File: src/logic/acis_defs.svh
// register offsets, field positions, masks and constants of the converter clock and input-select block
`ifndef ACIS_DEFS_SVH
`define ACIS_DEFS_SVH

`define ACIS_OFF_TIMING 4'h0
`define ACIS_OFF_AUX 4'h2
`define ACIS_OFF_MAIN 4'h4
`define ACIS_OFF_SCAN 4'h6

`define ACIS_MASK_TIMING 16'h9FFF
`define ACIS_MASK_AUX 16'h0707
`define ACIS_MASK_MAIN 16'h9F9F
`define ACIS_MASK_SCAN 16'h1FFF
`define ACIS_RESET_VALUE 16'h0000

`define ACIS_TIM_SRC_BIT 15
`define ACIS_TIM_AUTO_SAMPLE_TIME_HI 12
`define ACIS_TIM_AUTO_SAMPLE_TIME_LO 8
`define ACIS_TIM_DIV_HI 7
`define ACIS_TIM_DIV_LO 0

`define ACIS_AUX_NEG_B_HI 10
`define ACIS_AUX_NEG_B_LO 9
`define ACIS_AUX_POS_B_BIT 8
`define ACIS_AUX_NEG_A_HI 2
`define ACIS_AUX_NEG_A_LO 1
`define ACIS_AUX_POS_A_BIT 0

`define ACIS_MAIN_NEG_B_BIT 15
`define ACIS_MAIN_POS_B_HI 12
`define ACIS_MAIN_POS_B_LO 8
`define ACIS_MAIN_NEG_A_BIT 7
`define ACIS_MAIN_POS_A_HI 4
`define ACIS_MAIN_POS_A_LO 0

`define ACIS_TRIG_AUTO 3'h7
`define ACIS_DIV_RESERVED 8'h40
`define ACIS_POS_MAX 5'h0C
`define ACIS_ABSENT_LO 5'h06
`define ACIS_ABSENT_HI 5'h08
`define ACIS_AUX_NEG_HIGH 2'h3
`define ACIS_AUX_NEG_MID 2'h2
`define ACIS_AUX_POS_LOW_BASE 4'h0
`define ACIS_AUX_POS_HIGH_BASE 4'h3
`define ACIS_AUX_NEG_HIGH_BASE 4'h9
`define ACIS_AUX_NEG_MID_BASE 4'h6

`endif

File: src/logic/acis_pkg.sv
// types shared by the converter clock and input-select block
`default_nettype none
package acis_pkg;
  typedef enum logic [1:0] {
    ACIS_IDLE = 2'b00,
    ACIS_SAMPLING = 2'b01,
    ACIS_CONVERTING = 2'b10
  } acis_state_t;
  typedef logic [3:0] acis_input_t;
endpackage : acis_pkg
`default_nettype wire

File: src/logic/acis_top.sv
// converter clock, auto-sample timing and input multiplexer selection
//
// Overview of operation
// timing bit 15 picks internal RC clock when 1, system clock when 0
// five-bit auto-sample field gives sampling length in conversion-clock periods, 0 to 31
// auto-sample field only used when trigger source is 111
// divider field gives conversion period of (field+1) cycles; 0x40 and up reserved
// divider field ignored while the RC clock is chosen
// set-B aux negative: 11 inputs 9-11, 10 inputs 6-8 (reserved small), else low reference
// set-A aux negative decoded the same; every code reserved in 12-bit mode
// aux positive bit picks inputs 3-5 or 0-2; reserved in 12-bit mode
// channel-0 negative bit picks input 1 when set, low reference when clear
// channel-0 positive five-bit code selects input of that index, 0 to 12
// small package treats positive codes 6 to 8 as reserved
// thirteen-bit scan mask includes an input when its bit is 1
// mask bit x belongs to analog input x
// all mask bits writable; scanning an absent input converts the low reference
// unimplemented register bits ignore writes and read as zero
// implemented bits are read/write and clear to zero on reset
// scan drives channel-0 positive only in set A with scan enabled
// alternate flag swaps set A and set B each sample; clear means always A
// 12-bit mode flag chooses one-channel 12-bit or four-channel 10-bit operation
// trigger 111 ends sampling by internal count of programmed auto-sample time
// scan steps ascending through selected inputs, wrapping after the highest
`timescale 1ns/1ps
`default_nettype none
`include "acis_defs.svh"

module acis_top #(
  parameter int ADDR_WIDTH = 4,
  parameter bit SMALL_PACKAGE = 1'b0,
  parameter int NUM_INPUTS = 13
) (
  input wire logic clk,
  input wire logic sys_rst,
  input wire logic [ADDR_WIDTH-1:0] reg_addr,
  input wire logic [15:0] reg_wdata,
  input wire logic reg_write,
  input wire logic reg_read,
  output logic [15:0] reg_rdata,
  input wire logic twelve_bit_mode,
  input wire logic [2:0] trigger_source,
  input wire logic scan_enable_set_a,
  input wire logic alternate_sample_flag,
  input wire logic rc_clock_tick,
  input wire logic sample_start,
  input wire logic conversion_done,
  output logic conv_clock_tick,
  output logic auto_sample_end,
  output logic sampling,
  output logic using_set_b,
  output logic [3:0] main_pos_input,
  output logic main_pos_low_ref,
  output logic main_neg_is_input1,
  output logic [3:0] aux_pos_base,
  output logic [3:0] aux_neg_base,
  output logic aux_neg_low_ref,
  output logic select_reserved,
  output logic divider_reserved,
  output logic [12:0] scan_mask_bits,
  output logic [3:0] scan_pointer
);

  // decode slices the low nibble, so narrower buses cannot be served
  if (ADDR_WIDTH < 4 || ADDR_WIDTH > 16) begin : g_bad_addr_width
    $error("acis_top: ADDR_WIDTH must be 4 to 16");
  end
  if (NUM_INPUTS != 13) begin : g_bad_num_inputs
    $error("acis_top: the multiplexer is built for 13 analog inputs");
  end

  // register storage
  logic [15:0] adc_timing_control;
  logic [15:0] adc_aux_channel_select;
  logic [15:0] adc_main_channel_select;
  logic [15:0] adc_scan_mask;

  // address decode
  wire logic [3:0] addr_low = reg_addr[3:0];
  wire logic addr_upper_zero = (reg_addr >> 4) == '0;
  wire logic hit_timing = addr_upper_zero && addr_low == `ACIS_OFF_TIMING;
  wire logic hit_aux = addr_upper_zero && addr_low == `ACIS_OFF_AUX;
  wire logic hit_main = addr_upper_zero && addr_low == `ACIS_OFF_MAIN;
  wire logic hit_scan = addr_upper_zero && addr_low == `ACIS_OFF_SCAN;

  // write masking keeps unimplemented bits at zero
  wire logic [15:0] wr_timing = reg_wdata & `ACIS_MASK_TIMING;
  wire logic [15:0] wr_aux = reg_wdata & `ACIS_MASK_AUX;
  wire logic [15:0] wr_main = reg_wdata & `ACIS_MASK_MAIN;
  wire logic [15:0] wr_scan = reg_wdata & `ACIS_MASK_SCAN;

  always_ff @(posedge clk) begin
    if (sys_rst) begin
      adc_timing_control <= `ACIS_RESET_VALUE;
    end else if (reg_write && hit_timing) begin
      adc_timing_control <= wr_timing;
    end
  end

  always_ff @(posedge clk) begin
    if (sys_rst) begin
      adc_aux_channel_select <= `ACIS_RESET_VALUE;
    end else if (reg_write && hit_aux) begin
      adc_aux_channel_select <= wr_aux;
    end
  end

  always_ff @(posedge clk) begin
    if (sys_rst) begin
      adc_main_channel_select <= `ACIS_RESET_VALUE;
    end else if (reg_write && hit_main) begin
      adc_main_channel_select <= wr_main;
    end
  end

  // every mask bit stays writable, even for inputs a small package lacks
  always_ff @(posedge clk) begin
    if (sys_rst) begin
      adc_scan_mask <= `ACIS_RESET_VALUE;
    end else if (reg_write && hit_scan) begin
      adc_scan_mask <= wr_scan;
    end
  end

  // unmapped addresses read as zero
  wire logic [15:0] read_value =
    hit_timing ? adc_timing_control :
    hit_aux ? adc_aux_channel_select :
    hit_main ? adc_main_channel_select :
    hit_scan ? adc_scan_mask : 16'h0000;

  always_ff @(posedge clk) begin
    if (sys_rst) begin
      reg_rdata <= 16'h0000;
    end else if (reg_read) begin
      reg_rdata <= read_value;
    end else begin
      reg_rdata <= 16'h0000;
    end
  end

  // field extraction
  wire logic clock_from_rc = adc_timing_control[`ACIS_TIM_SRC_BIT];
  wire logic [4:0] auto_sample_time = adc_timing_control[`ACIS_TIM_AUTO_SAMPLE_TIME_HI:`ACIS_TIM_AUTO_SAMPLE_TIME_LO];
  wire logic [7:0] conv_clock_divider = adc_timing_control[`ACIS_TIM_DIV_HI:`ACIS_TIM_DIV_LO];
  wire logic [1:0] aux_neg_select_set_b = adc_aux_channel_select[`ACIS_AUX_NEG_B_HI:`ACIS_AUX_NEG_B_LO];
  wire logic aux_pos_select_set_b = adc_aux_channel_select[`ACIS_AUX_POS_B_BIT];
  wire logic [1:0] aux_neg_select_set_a = adc_aux_channel_select[`ACIS_AUX_NEG_A_HI:`ACIS_AUX_NEG_A_LO];
  wire logic aux_pos_select_set_a = adc_aux_channel_select[`ACIS_AUX_POS_A_BIT];
  wire logic main_neg_select_set_b = adc_main_channel_select[`ACIS_MAIN_NEG_B_BIT];
  wire logic [4:0] main_pos_select_set_b = adc_main_channel_select[`ACIS_MAIN_POS_B_HI:`ACIS_MAIN_POS_B_LO];
  wire logic main_neg_select_set_a = adc_main_channel_select[`ACIS_MAIN_NEG_A_BIT];
  wire logic [4:0] main_pos_select_set_a = adc_main_channel_select[`ACIS_MAIN_POS_A_HI:`ACIS_MAIN_POS_A_LO];
  wire logic [12:0] mask = adc_scan_mask[12:0];

  // conversion clock: divider on system clock, or the RC tick
  logic [7:0] div_count;
  wire logic div_wrap = div_count >= conv_clock_divider;
  wire logic next_tick = clock_from_rc ? rc_clock_tick : div_wrap;

  always_ff @(posedge clk) begin
    if (sys_rst || clock_from_rc || div_wrap) begin
      div_count <= 8'h00;
    end else begin
      div_count <= div_count + 8'h01;
    end
  end

  always_ff @(posedge clk) begin
    if (sys_rst) begin
      conv_clock_tick <= 1'b0;
    end else begin
      conv_clock_tick <= next_tick;
    end
  end

  // reserved divider codes still divide, but are flagged
  assign divider_reserved = !clock_from_rc && conv_clock_divider >= `ACIS_DIV_RESERVED;

  // auto-sample sequencer
  acis_pkg::acis_state_t state;
  acis_pkg::acis_state_t next_state;
  logic [4:0] sample_count;
  wire logic auto_mode = trigger_source == `ACIS_TRIG_AUTO;
  wire logic count_reached = sample_count >= auto_sample_time;
  wire logic auto_end_now = state == acis_pkg::ACIS_SAMPLING && auto_mode && count_reached;

  always_comb begin
    next_state = state;
    case (state)
      acis_pkg::ACIS_IDLE: begin
        if (sample_start) begin
          next_state = acis_pkg::ACIS_SAMPLING;
        end
      end
      acis_pkg::ACIS_SAMPLING: begin
        if (auto_end_now) begin
          next_state = acis_pkg::ACIS_CONVERTING;
        end else if (conversion_done) begin
          next_state = acis_pkg::ACIS_IDLE;
        end
      end
      acis_pkg::ACIS_CONVERTING: begin
        if (conversion_done) begin
          next_state = acis_pkg::ACIS_IDLE;
        end
      end
      default: begin
        next_state = acis_pkg::ACIS_IDLE;
      end
    endcase
  end

  always_ff @(posedge clk) begin
    if (sys_rst) begin
      state <= acis_pkg::ACIS_IDLE;
    end else begin
      state <= next_state;
    end
  end

  // sample length counts whole conversion-clock periods
  always_ff @(posedge clk) begin
    if (sys_rst || state != acis_pkg::ACIS_SAMPLING) begin
      sample_count <= 5'h00;
    end else if (conv_clock_tick && !count_reached) begin
      sample_count <= sample_count + 5'h01;
    end
  end

  always_ff @(posedge clk) begin
    if (sys_rst) begin
      auto_sample_end <= 1'b0;
    end else begin
      auto_sample_end <= auto_end_now;
    end
  end

  assign sampling = state == acis_pkg::ACIS_SAMPLING;

  // sample set alternation
  logic set_b;
  always_ff @(posedge clk) begin
    if (sys_rst || !alternate_sample_flag) begin
      set_b <= 1'b0;
    end else if (conversion_done) begin
      set_b <= !set_b;
    end
  end

  // next selected scan input above the pointer, wrapping to the lowest
  logic [3:0] scan_ptr;
  logic [3:0] scan_next;
  logic [3:0] scan_first;
  logic scan_found;
  logic [12:0] above_ptr;

  genvar gi;
  generate
    for (gi = 0; gi < 13; gi++) begin : g_above
      assign above_ptr[gi] = mask[gi] && (4'(gi) > scan_ptr);
    end
  endgenerate

  always_comb begin
    scan_next = 4'h0;
    scan_first = 4'h0;
    scan_found = 1'b0;
    for (int i = 12; i >= 0; i--) begin
      if (mask[i]) begin
        scan_first = 4'(i);
      end
      if (above_ptr[i]) begin
        scan_next = 4'(i);
        scan_found = 1'b1;
      end
    end
  end

  wire logic scan_active = scan_enable_set_a && !set_b;
  wire logic [3:0] scan_advance = scan_found ? scan_next : scan_first;

  // an empty mask leaves the pointer at input 0
  always_ff @(posedge clk) begin
    if (sys_rst || !scan_enable_set_a || mask == 13'h0000) begin
      scan_ptr <= 4'h0;
    end else if (!mask[scan_ptr] && state == acis_pkg::ACIS_IDLE) begin
      scan_ptr <= scan_advance;
    end else if (conversion_done && scan_active) begin
      scan_ptr <= scan_advance;
    end
  end

  // channel-0 positive selection
  wire logic [4:0] fixed_pos = set_b ? main_pos_select_set_b : main_pos_select_set_a;
  wire logic [4:0] chosen_pos = scan_active ? {1'b0, scan_ptr} : fixed_pos;
  wire logic pos_out_of_range = chosen_pos > `ACIS_POS_MAX;
  wire logic pos_absent = SMALL_PACKAGE && chosen_pos >= `ACIS_ABSENT_LO && chosen_pos <= `ACIS_ABSENT_HI;
  wire logic pos_reserved = !scan_active && (pos_out_of_range || pos_absent);
  wire logic next_pos_low_ref = pos_out_of_range || pos_absent;

  // channel-0 negative selection
  wire logic next_neg_input1 = set_b ? main_neg_select_set_b : main_neg_select_set_a;

  // channel 1-3 selections, meaningful only in four-channel 10-bit operation
  wire logic aux_pos_sel = set_b ? aux_pos_select_set_b : aux_pos_select_set_a;
  wire logic [1:0] aux_neg_sel = set_b ? aux_neg_select_set_b : aux_neg_select_set_a;
  wire logic [3:0] next_aux_pos = aux_pos_sel ? `ACIS_AUX_POS_HIGH_BASE : `ACIS_AUX_POS_LOW_BASE;
  wire logic neg_high = aux_neg_sel == `ACIS_AUX_NEG_HIGH;
  wire logic neg_mid = aux_neg_sel == `ACIS_AUX_NEG_MID;
  wire logic [3:0] next_aux_neg = neg_high ? `ACIS_AUX_NEG_HIGH_BASE :
    (neg_mid && !SMALL_PACKAGE) ? `ACIS_AUX_NEG_MID_BASE : 4'h0;
  wire logic next_aux_low_ref = !neg_high && !(neg_mid && !SMALL_PACKAGE);
  wire logic aux_reserved = twelve_bit_mode || (neg_mid && SMALL_PACKAGE);

  // selections are registered so the multiplexer sees one settled code per cycle
  always_ff @(posedge clk) begin
    if (sys_rst) begin
      using_set_b <= 1'b0;
    end else begin
      using_set_b <= set_b;
    end
  end

  always_ff @(posedge clk) begin
    if (sys_rst) begin
      main_pos_input <= 4'h0;
    end else begin
      main_pos_input <= next_pos_low_ref ? 4'h0 : chosen_pos[3:0];
    end
  end

  always_ff @(posedge clk) begin
    if (sys_rst) begin
      main_pos_low_ref <= 1'b0;
    end else begin
      main_pos_low_ref <= next_pos_low_ref;
    end
  end

  always_ff @(posedge clk) begin
    if (sys_rst) begin
      main_neg_is_input1 <= 1'b0;
    end else begin
      main_neg_is_input1 <= next_neg_input1;
    end
  end

  always_ff @(posedge clk) begin
    if (sys_rst) begin
      aux_pos_base <= 4'h0;
    end else begin
      aux_pos_base <= next_aux_pos;
    end
  end

  always_ff @(posedge clk) begin
    if (sys_rst) begin
      aux_neg_base <= 4'h0;
    end else begin
      aux_neg_base <= next_aux_neg;
    end
  end

  // reset value matches what a cleared select register decodes to
  always_ff @(posedge clk) begin
    if (sys_rst) begin
      aux_neg_low_ref <= 1'b1;
    end else begin
      aux_neg_low_ref <= next_aux_low_ref;
    end
  end

  always_ff @(posedge clk) begin
    if (sys_rst) begin
      select_reserved <= 1'b0;
    end else begin
      select_reserved <= pos_reserved || aux_reserved;
    end
  end

  assign scan_mask_bits = mask;
  assign scan_pointer = scan_ptr;

endmodule : acis_top
`default_nettype wire

File: config.mk
export PLATFORM = sky130hd
export DESIGN_NAME = acis_top
export DESIGN_NICKNAME = d
export VERILOG_FILES = /design/src/logic/acis_pkg.sv /design/src/logic/acis_top.sv
export VERILOG_INCLUDE_DIRS = /design/src /design/src/logic
export SDC_FILE = /design/constraint.sdc
export NUM_CORES = 1
export LEC_CHECK = 0
export BUFFER_PORTS_ARGS = -buffer_cell sky130_fd_sc_hd__buf_2
export CAP_MARGIN = 5
export CORE_MARGIN = 2
export CORE_UTILIZATION = 45
export CTS_CLUSTER_DIAMETER = 120
export DETAILED_ROUTE_END_ITERATION = 12
export GPL_ROUTABILITY_DRIVEN = 0
export PLACE_DENSITY = 0.73
export SLEW_MARGIN = 10
export SYNTH_ARGS = -nofsm -noshare
export SYNTH_HDL_FRONTEND = slang
export SYNTH_SLANG_ARGS = --single-unit
File: constraint.sdc
create_clock -name clk -period 2.65 [get_ports clk]
set_input_delay 0.1325 -clock clk [delete_from_list [all_inputs] [get_ports clk]]
set_output_delay 0.1325 -clock clk [all_outputs]
set_load 0.005 [all_outputs]
# Word level (Yosys, flattened, before mapping)
# Cells that the tools add are included.
# word_totals
wordCells	164
regBits	100
in_bits	33
# op_classes
n_bitwise	1
muxes	61
eq_ne	10
n_lt_le_gt_ge	18
addsub	2
n_reduce_logical	50
# op_table
op	n
4-bit two-way mux	30
16-bit two-way mux	3
1-bit logical AND	26
4-bit greater-than comparator, first input constant	5
1-bit two-way mux	17
3-bit by 4-bit greater-than comparator with 1-bit output, first input constant	4
13-bit zero test	1
13-bit two-way mux	1
2-bit two-way mux	5
5-bit two-way mux	2
1-bit zero test	9
8-bit by 1-bit adder with 8-bit output, second input constant	1
4-bit by 3-bit equality test with 1-bit output, second input constant	2
8-bit by 7-bit greater-or-equal comparator with 1-bit output, second input constant	1
8-bit greater-or-equal comparator	1
1-bit by 4-bit greater-than comparator with 1-bit output, first input constant	2
2-bit by 4-bit greater-than comparator with 1-bit output, first input constant	2
1-bit logical OR	7
2-bit equality test, second input constant	3
2-bit case mux with 3 select lines	1
2-bit OR reduction	3
5-bit by 1-bit adder with 5-bit output, second input constant	1
5-bit greater-or-equal comparator	1
5-bit by 4-bit greater-than comparator with 1-bit output, second input constant	1
other kinds (13)	13

# Depth between registers and ports, before layout
# Gate-level depths: netlist of run 1.
# logic_depth
word_depth	18
ltp_mapped	8
depth_no_buf	8

# Least setup slack after synthesis of run 1
# No wires, ideal clock.
# synth_timing
path_type	reg-to-reg
startpoint	register div_count[0]
endpoint	register div_count[0]
slack_ns	0.710
setup_ns	0.103
n_path_buf	0
arrival_time_ns	1.836
stages_incl_launch_ff	9
required_time_ns	2.547
synth_period_minus_slack_ns	1.940
path_cell_list	dfxtp_1 > inv_1 > ha_1 > nand2b_1 > a21o_1 > a21o_1 > a211oi_2 > o21bai_2 > a2111oi_2
# synth_via
elab_chain_len	2
elab_cells_between_ends	3
# synth_lines
element	line	rtl
start, declared	acis_top.sv:157	logic [7:0] div_count;
start signal, assigned	acis_top.sv:165	div_count <= div_count + 8'h01;
8-bit greater-or-equal comparator	acis_top.sv:158	wire logic div_wrap = div_count >= conv_clock_divider;
1-bit logical OR	acis_top.sv:162	if (sys_rst || clock_from_rc || div_wrap) begin
# Parallel ways exist; a longest one is shown, timed or not.
# A chain may end at the register's enable or synchronous reset.

# Final worst setup path of run 1
# layout_timing
startpoint	register scan_ptr[1], in the netlist scan_pointer[1]
endpoint	register scan_ptr[0], in the netlist scan_pointer[0]
# layout_via
elab_chain_len	18
elab_cells_between_ends	59
# layout_lines
element	line	rtl
start, declared	acis_top.sv:252	logic [3:0] scan_ptr;
start signal, assigned	acis_top.sv:288	scan_ptr <= scan_advance;
start signal, assigned	acis_top.sv:290	scan_ptr <= scan_advance;
4-bit greater-than comparator	acis_top.sv:261	assign above_ptr[gi] = mask[gi] && (4'(gi) > scan_ptr);
1-bit logical AND	acis_top.sv:261	
1-bit two-way mux (13 in series)	acis_top.sv:273	if (above_ptr[i]) begin
4-bit two-way mux	acis_top.sv:281	wire logic [3:0] scan_advance = scan_found ? scan_next : scan_first;
4-bit two-way mux	acis_top.sv:289	end else if (conversion_done && scan_active) begin
4-bit two-way mux	acis_top.sv:287	end else if (!mask[scan_ptr] && state == acis_pkg::ACIS_IDLE) begin
# Parallel ways exist; a longest one is shown, timed or not. The select of a mux whose other input is x is not followed.

==> impl_summary.log, run 1 <==
[metrics] Syn Inst Count: 534
[metrics] Data arrival, critical path: 2.45 ns
[metrics] total vias in the final route: 4050
[metrics] mux cell area share after synthesis: 14.6%
[metrics] clock-pin slew on the worst setup and hold paths: 0.09 ns
[metrics] Yosys top cell by area: dfxtp_1
[metrics] Floorplan Core Area: 10400 sq um
[metrics] pin count of the biggest net entering global routing: 57
[metrics] clock tree from TritonCTS: yes
[metrics] drt drc: 0
[metrics] transition at the pin with the smallest max-transition slack: 0.787 ns
[metrics] number of flops mapped to enable cells by yosys: 0
[metrics] largest family of logic cells by synthesized area: simple AND/OR/NAND/NOR gates
[metrics] worst max-slew margin expressed relative to the limit: 47.4%
[metrics] layout overhead on the synthesized area: 12.3%
[metrics] initial antenna violation count: 0
[metrics] Synth Flop Type: dfxtp_1
[metrics] final period utilization: 81.8%
[metrics] Port Buffer Count: 80
[metrics] Syn. warnings: 0
[metrics] antenna diode count: 0
[metrics] number of buffers created by CTS: 9
[metrics] worst clock skew on the final layout: 0.0122 ns
[metrics] synth unique cells: 74
[metrics] xor/xnor cell area share of the yosys netlist: 1.99%
[metrics] Clock Root Buffer: clkbuf_8
[metrics] areal power density over the cells: 485 nW/um^2
[metrics] router iterations before antenna repair: 5
[metrics] GR met1 Demand/Resource: around 28%
[metrics] setup-violating endpoint count in the final report: 0
[metrics] critical-path maximum fanout: 12
[metrics] unrepaired setup endpoints after global routing: no
[metrics] Hold/Removal Path Class: primary input to flip-flop
[metrics] vias in the first global route: 3892
[metrics] top cells by instance count after synthesis: dfxtp_1 (93), nor2_1 (82), mux2i_1 (49)
[metrics] sum of negative setup slack: 0 ns
[metrics] f_max: between 400 and 500 MHz
[metrics] routed via count divided by cell count: roughly 5.5
[metrics] maximum level of the CTS H-tree: 3
[metrics] grt total ovfl: 0
[metrics] synthesized-area fraction occupied by adder cells: under 10%
[metrics] Setup crit end kind: flip-flop
[metrics] number of buffers on the longest clock path: 2
[metrics] post-route ant nets: 0
[metrics] total setup buffers inserted after CTS: 0
[metrics] global-route wire length before repair: 19.6 mm
[metrics] critical-path cell list: buf_4 > a21boi_0 > o22ai_2 > and3_1 > nand3_1 > or3_1 > a311oi_2
[metrics] met2 global-route usage: 36.9%
[metrics] fraction of post-synthesis cell area in the top cell type by area: 38.4%
[metrics] detailed-route wire length: 12.1 mm
[metrics] Initial Utilization: 46.7%
[metrics] number of nets at the end of the flow: about 650
[metrics] post-layout minimum cycle time: 2.17 ns
[metrics] global routing met3 resource utilization: 3.87%
[metrics] number of gates resized after CTS: 0
[metrics] Hold Fails Final Rpt: 0
[metrics] async set-or-reset flop fraction in the synthesized netlist: 0%
[metrics] later-pin clock latency in the skew report: 0.36 ns
[metrics] Die W: 108 um
[metrics] number of rows created at floorplan: 37
[metrics] Critical Path RT: 2.93 ns
[metrics] most used routing layer: met2
[metrics] I/O Pins: 87
[metrics] most area-consuming cells after synthesis: dfxtp_1 (38%), mux2i_1 (10%), nor2_1 (6.4%)
[metrics] leakage dissipation: 2.31 nW
[metrics] share of synthesized cell area in and, or, nand and nor gates: 17.9%
[metrics] layout cells sized above 1: between 20% and 30%
[metrics] outcome: finished clean
[metrics] #FFs+latches synth: 93
[metrics] average cell area after synthesis: 9.07 sq um
[metrics] count leader, synth: dfxtp_1
[metrics] cell with the largest stage delay on the worst path: dfxtp_1
[metrics] first-iteration detailed-routing DRC count: 226
[metrics] register area share after synthesis: 38.4%
[metrics] max-cap check violation count: 0
[metrics] detail-routed net length per standard cell: 16.4 um
[metrics] VDD IR-drop max: ~0.26 mV
[metrics] final number of max-transition violations: 0
[metrics] CTS hold repair buffers: 1
[metrics] HPWL after detailed placement: roughly 8.8 mm
[metrics] nature of the critical path startpoint: flip-flop
[metrics] slowest cell delay on critical path: 0.62 ns
[metrics] total standard cell area after synthesis: 4840 sq um
[metrics] total power: 0.00264 W
[metrics] global router's overall resource usage: 21.5%
[metrics] Total Die Area: between 10000 and 15000 sq um
[metrics] die height: 108 um
[metrics] clock net sink count: 93
[metrics] type of the worst setup path: flip-flop to flip-flop
[metrics] share of the synthesized area in compound gates (AO/OA/AOI/OAI): 16.0%
[metal layers]
layer | part of all wire [%] | wire (um)
met5 | 0 | 0
met4 | 1.6 | 195
met3 | 6.8 | 828
met2 | 49 | 5930
met1 | 42 | 5130
[cells by family after synthesis]
group           count (synthesis)
simple gates                  189
compound gates                102
flops                          93
mux                            62
buf+inv                        61
fa+ha+maj                      15
xor+xnor                       11
other cells                     1
[placed cells by master, fill, tap and decap left out, types with 5 or more instances in the layout]
cell type / instances
a21oi_1: 39
mux2i_1: 49
inv_1: 20
nor3_1: 5
and3_1: 5
buf_4: 6
buf_2: 80
dfxtp_1: 93
nor2_1: 82
ha_1: 15
clkbuf_8: 11
nor2b_1: 9
nand2b_1: 6
o21ai_0: 9
nand3_1: 12
nand2_1: 48
xnor2_1: 9
[metrics by stage]
stage               area, sq um  util [%]  hold WS, ns  worst slack, ns  cells
floorplan                  4850         -        0.256            0.710    537
global placement           5210      50.3        0.351            0.591    720
detailed placement         5210      50.3        0.356            0.523    720
CTS                        5430      52.4     0.000132            0.499    737
global route               5440      52.5       0.0249            0.351    738
finish                     5440      52.5       0.0127            0.481    738
[registers in the layout, summed over array words and instances (netlist names), 2 cells and up]
| name | flops |
|---|---|
| adc_scan_mask | 13 |
| state | 2 |
| div_count | 8 |
| scan_pointer | 4 |
| adc_timing_control | 14 |
| aux_neg_base | 2 |
| adc_aux_channel_select | 6 |
| main_pos_input | 4 |
| adc_main_channel_select | 12 |
| sample_count | 5 |
| reg_rdata | 14 |
[worst max-delay path, delay by kind of cell, from the launching register on]
family / cells / cell delay [ns]
compound gates: 3 / 0.53
buf+inv: 1 / 0.26
flops: 1 / 0.62
simple gates: 3 / 0.67
[final cells by class]
type | instances | area [sq um]
inverter | 22 | 82.6
timing repair buffer | 88 | 465
clock buffer | 11 | 151
multi-input combinational | 383 | 2650
tap | 136 | 170
sequential | 93 | 1860
clock inverter | 5 | 56.3
fill | 999 | 4930
[path summary, 6_finish.rpt]
path	slack, ns	end	depth (start not counted)	from
worst min-delay path	0.01	adc_timing_control[6]	3	reg_wdata[6]
worst min register to register	0.47	adc_timing_control[12]	2	adc_timing_control[12]
worst max-delay path	0.48	scan_pointer[0]	7	scan_pointer[1]
worst max register to register	0.48	scan_pointer[0]	7	scan_pointer[1]
[power by group]
part	leakage [nW]	switching [W]	internal, W	total, W
clock	0.106	0.000490	0.000488	0.000978
sequential	0.751	0.0000217	0.00141	0.00144
combinational	1.45	0.000132	0.0000940	0.000226
total	2.31	0.000644	0.00200	0.00264
(Power assumes the default switching activity.)
==> run 2: changes to the inputs <==
clock period = 2 ns   (was 2.65 ns; I/O delays follow)
==> impl_summary.log, run 2 (synthesized netlist as in run 1, its figures left out) <==
[metrics] Die W: about 110 um
[metrics] Clock Root Buffer: clkbuf_8
[metrics] Net Sw Frac: 25.1%
[metrics] most common library cell in the layout ignoring fill and taps: dfxtp_1
[metrics] sequential share of power: 52.0%
[metrics] number of nets at the end of the flow: approximately 670
[metrics] pin count of the biggest net entering global routing: 57
[metrics] unrepaired setup endpoints after global routing: yes
[metrics] post-placement setup slack: 0.0179 ns
[metrics] layout overhead on the synthesized area: 18.6%
[metrics] final period utilization: a little over nine tenths
[metrics] post-layout minimum cycle time: 1.91 ns
[metrics] number of buffers created by CTS: 9
[metrics] I/O Pins: 87
[metrics] flip-flop and latch area: approximately 1900 sq um
[metrics] non-filler instance count after layout: 761
[metrics] detail-routed net length per standard cell: around 17 um
[metrics] filler cell count in the final layout: 923
[metrics] largest registers: adc_timing_control: 14 flops, reg_rdata: 14 flops, adc_scan_mask: 13 flops
[metrics] Hold Fails Final Rpt: 0
[metrics] worst hold path cell count: 3
[metrics] worst hold margin: approximately 0.0044 ns
[metrics] register-to-register setup slack: slightly below 0.09 ns
[metrics] global-route wire length before repair: 19.7 mm
[metrics] drt drc: 0
[metrics] max-cap check violation count: 0
[metrics] Floorplan Core Area: 10400 sq um
[metrics] Hold/Removal Path Class: primary input to flip-flop
[metrics] transition at the pin with the smallest max-transition slack: between 0.6 and 0.7 ns
[metrics] antenna diode count: 0
[metrics] Critical Path RT: 2.27 ns
[metrics] total vias in the final route: 4126
[metrics] switching power: 0.000914 W
[metrics] part of the total power dissipated in the clock network: 38.8%
[metrics] Hold Path Sink: adc_timing_control[0]
[metrics] final cell utilization of the core: 55.4%
[metrics] global router's overall resource usage: between 20% and 30%
[metrics] clock-pin slew on the worst setup and hold paths: around 0.090 ns
[metrics] Initial Utilization: 46.7%
[metrics] setup-violating endpoint count in the final report: 0
[metrics] worst r2r src: div_count[0]
[metrics] Port Buffer Count: 80
[metrics] share of total power in combinational logic: a little under a tenth
[metrics] VDD IR-drop max: between 0.3 and 0.4 mV
[metrics] Setup crit end kind: flip-flop
[metrics] f_max: 523 MHz
[metrics] die height: roughly 110 um
[metrics] internal power: 0.00273 W
[metrics] leading cell types in the layout, fill and taps excluded: dfxtp_1 (85), nor2_1 (82), buf_2 (80)
[metrics] critical-path maximum fanout: 5
[metrics] areal power density over the cells: 635 nW/um^2
[metrics] Total Die Area: between 10000 and 15000 sq um
[metrics] Cell Count Post-Placement: ~740
[metrics] routed via count divided by cell count: ~5.4
[metrics] HPWL after detailed placement: 9.11 mm
[metrics] detailed-route wire length: 12.7 mm
[metrics] multi-input logic area: 2740 sq um
[metrics] initial antenna violation count: 0
[metrics] launch instance of the worst min-delay path: reg_wdata[0]
[metrics] type of the worst setup path: flip-flop to flip-flop
[metrics] layout cells sized above 1: 26.7%
[metrics] Data arrival, critical path: 2.18 ns
[metrics] number of rows created at floorplan: 37
[metrics] worst clock skew on the final layout: 0.00856 ns
[metrics] first-iteration detailed-routing DRC count: ~260
[metrics] vias in the first global route: 3936
[metrics] clock tree from TritonCTS: yes
[metrics] final number of max-transition violations: 0
[metrics] maximum level of the CTS H-tree: 3
[metrics] clock net sink count: 93
[metrics] worst max-slew margin expressed relative to the limit: 53.6%
[metrics] grt total ovfl: 0
[metrics] number of buffers on the longest clock path: 2
[metrics] later-pin clock latency in the skew report: 0.36 ns
[metrics] nature of the critical path startpoint: flip-flop
[metrics] critical register-to-register path endpoint: div_count[2]
[metrics] post-route ant nets: 0
[metrics] leakage dissipation: 2.44 nW
[metrics] router iterations before antenna repair: 5
[metrics] Worst Setup Slack, final: ~0.09 ns
[metrics] outcome: finished clean
[metrics] depth of the worst register-to-register path: 8
==> run 2: cell types whose count changed in the layout (fill, tap and decap cells not counted), moves of 2 or more <==
cell / previous run / this run
a2111oi_2: 4 / 0
a2111oi_4: 0 / 4
buf_4: 6 / 23
clkbuf_8: 11 / 9
dfxtp_1: 93 / 85
dfxtp_2: 0 / 7
dlygate4sd3_1: 2 / 8
inv_6: 1 / 3
==> run 2: critical path, stage by stage (launching register included) <==
cell       delay, ns
dfxtp_2         0.34
inv_2           0.04
ha_4            0.22
nand2b_4        0.13
a21o_1          0.15
a21o_1          0.18
a211oi_4        0.25
o21bai_4        0.15
a2111oi_4       0.35
==> run 2: power groups by stage <==
stage	Sequential (W)	Clock, W	Combinational [W]
5_1_grt	0.00190	0.00151	0.000363
3_3_place_gp	0.00194	0	0.000300
3_5_place_dp	0.00194	0	0.000307
2_1_floorplan	0.00193	0	0.000212
4_1_cts	0.00190	0.00143	0.000321
6_report	0.00190	0.00141	0.000335
==> run 2: how the worst max path moves through the flow <==
| stage | endpoint | depth (start not counted) | slack [ns] | startpoint |
|---|---|---|---|---|
| global route | div_count[2] | 8 | -0.005 | div_count[0] |
| finish | div_count[2] | 8 | 0.09 | div_count[0] |
| detailed placement | scan_pointer[0] | 6 | 0.02 | scan_pointer[2] |
| CTS | div_count[6] | 8 | 0.003 | div_count[0] |
| global placement | div_count[0] | 8 | 0.09 | div_count[0] |
| floorplan | div_count[0] | 8 | 0.06 | div_count[0] |
==> run 2: area by class of cell <==
class | instances | share of cell area [%]
clock inverter | 6 | 1.59
timing repair buffer | 111 | 11.4
sequential | 93 | 32.6
tap | 136 | 2.96
multi-input combinational | 383 | 47.8
clock buffer | 10 | 2.22
inverter | 22 | 1.44
==> run 2: timing repair <==
item,4_1_cts,5_1_grt
endpoints found under the hold margin,11,0
endpoints found under the setup margin,0,15
hold buffers,8,0
buffers inserted,0,1
resized for setup,0,19
==> run 2: metrics by stage <==
| step | TNS, ns | total power [W] | area (sq um) |
|---|---|---|---|
| after floorplan | 0 | 0.00214 | 4850 |
| after global placement | 0 | 0.00224 | 5330 |
| after detailed placement | 0 | 0.00225 | 5330 |
| after CTS | 0 | 0.00365 | 5630 |
| after global routing | -0.00480 | 0.00378 | 5740 |
| final | 0 | 0.00365 | 5740 |
==> run 2: metal layers <==
metal	vias up	global-route usage [%]	routed length, um
met1	1953	28.1	5430
li1	2008	-	-
met3	22	3.45	738
met4	0	7.51	235
met2	143	36.7	6280
met5	-	0	0
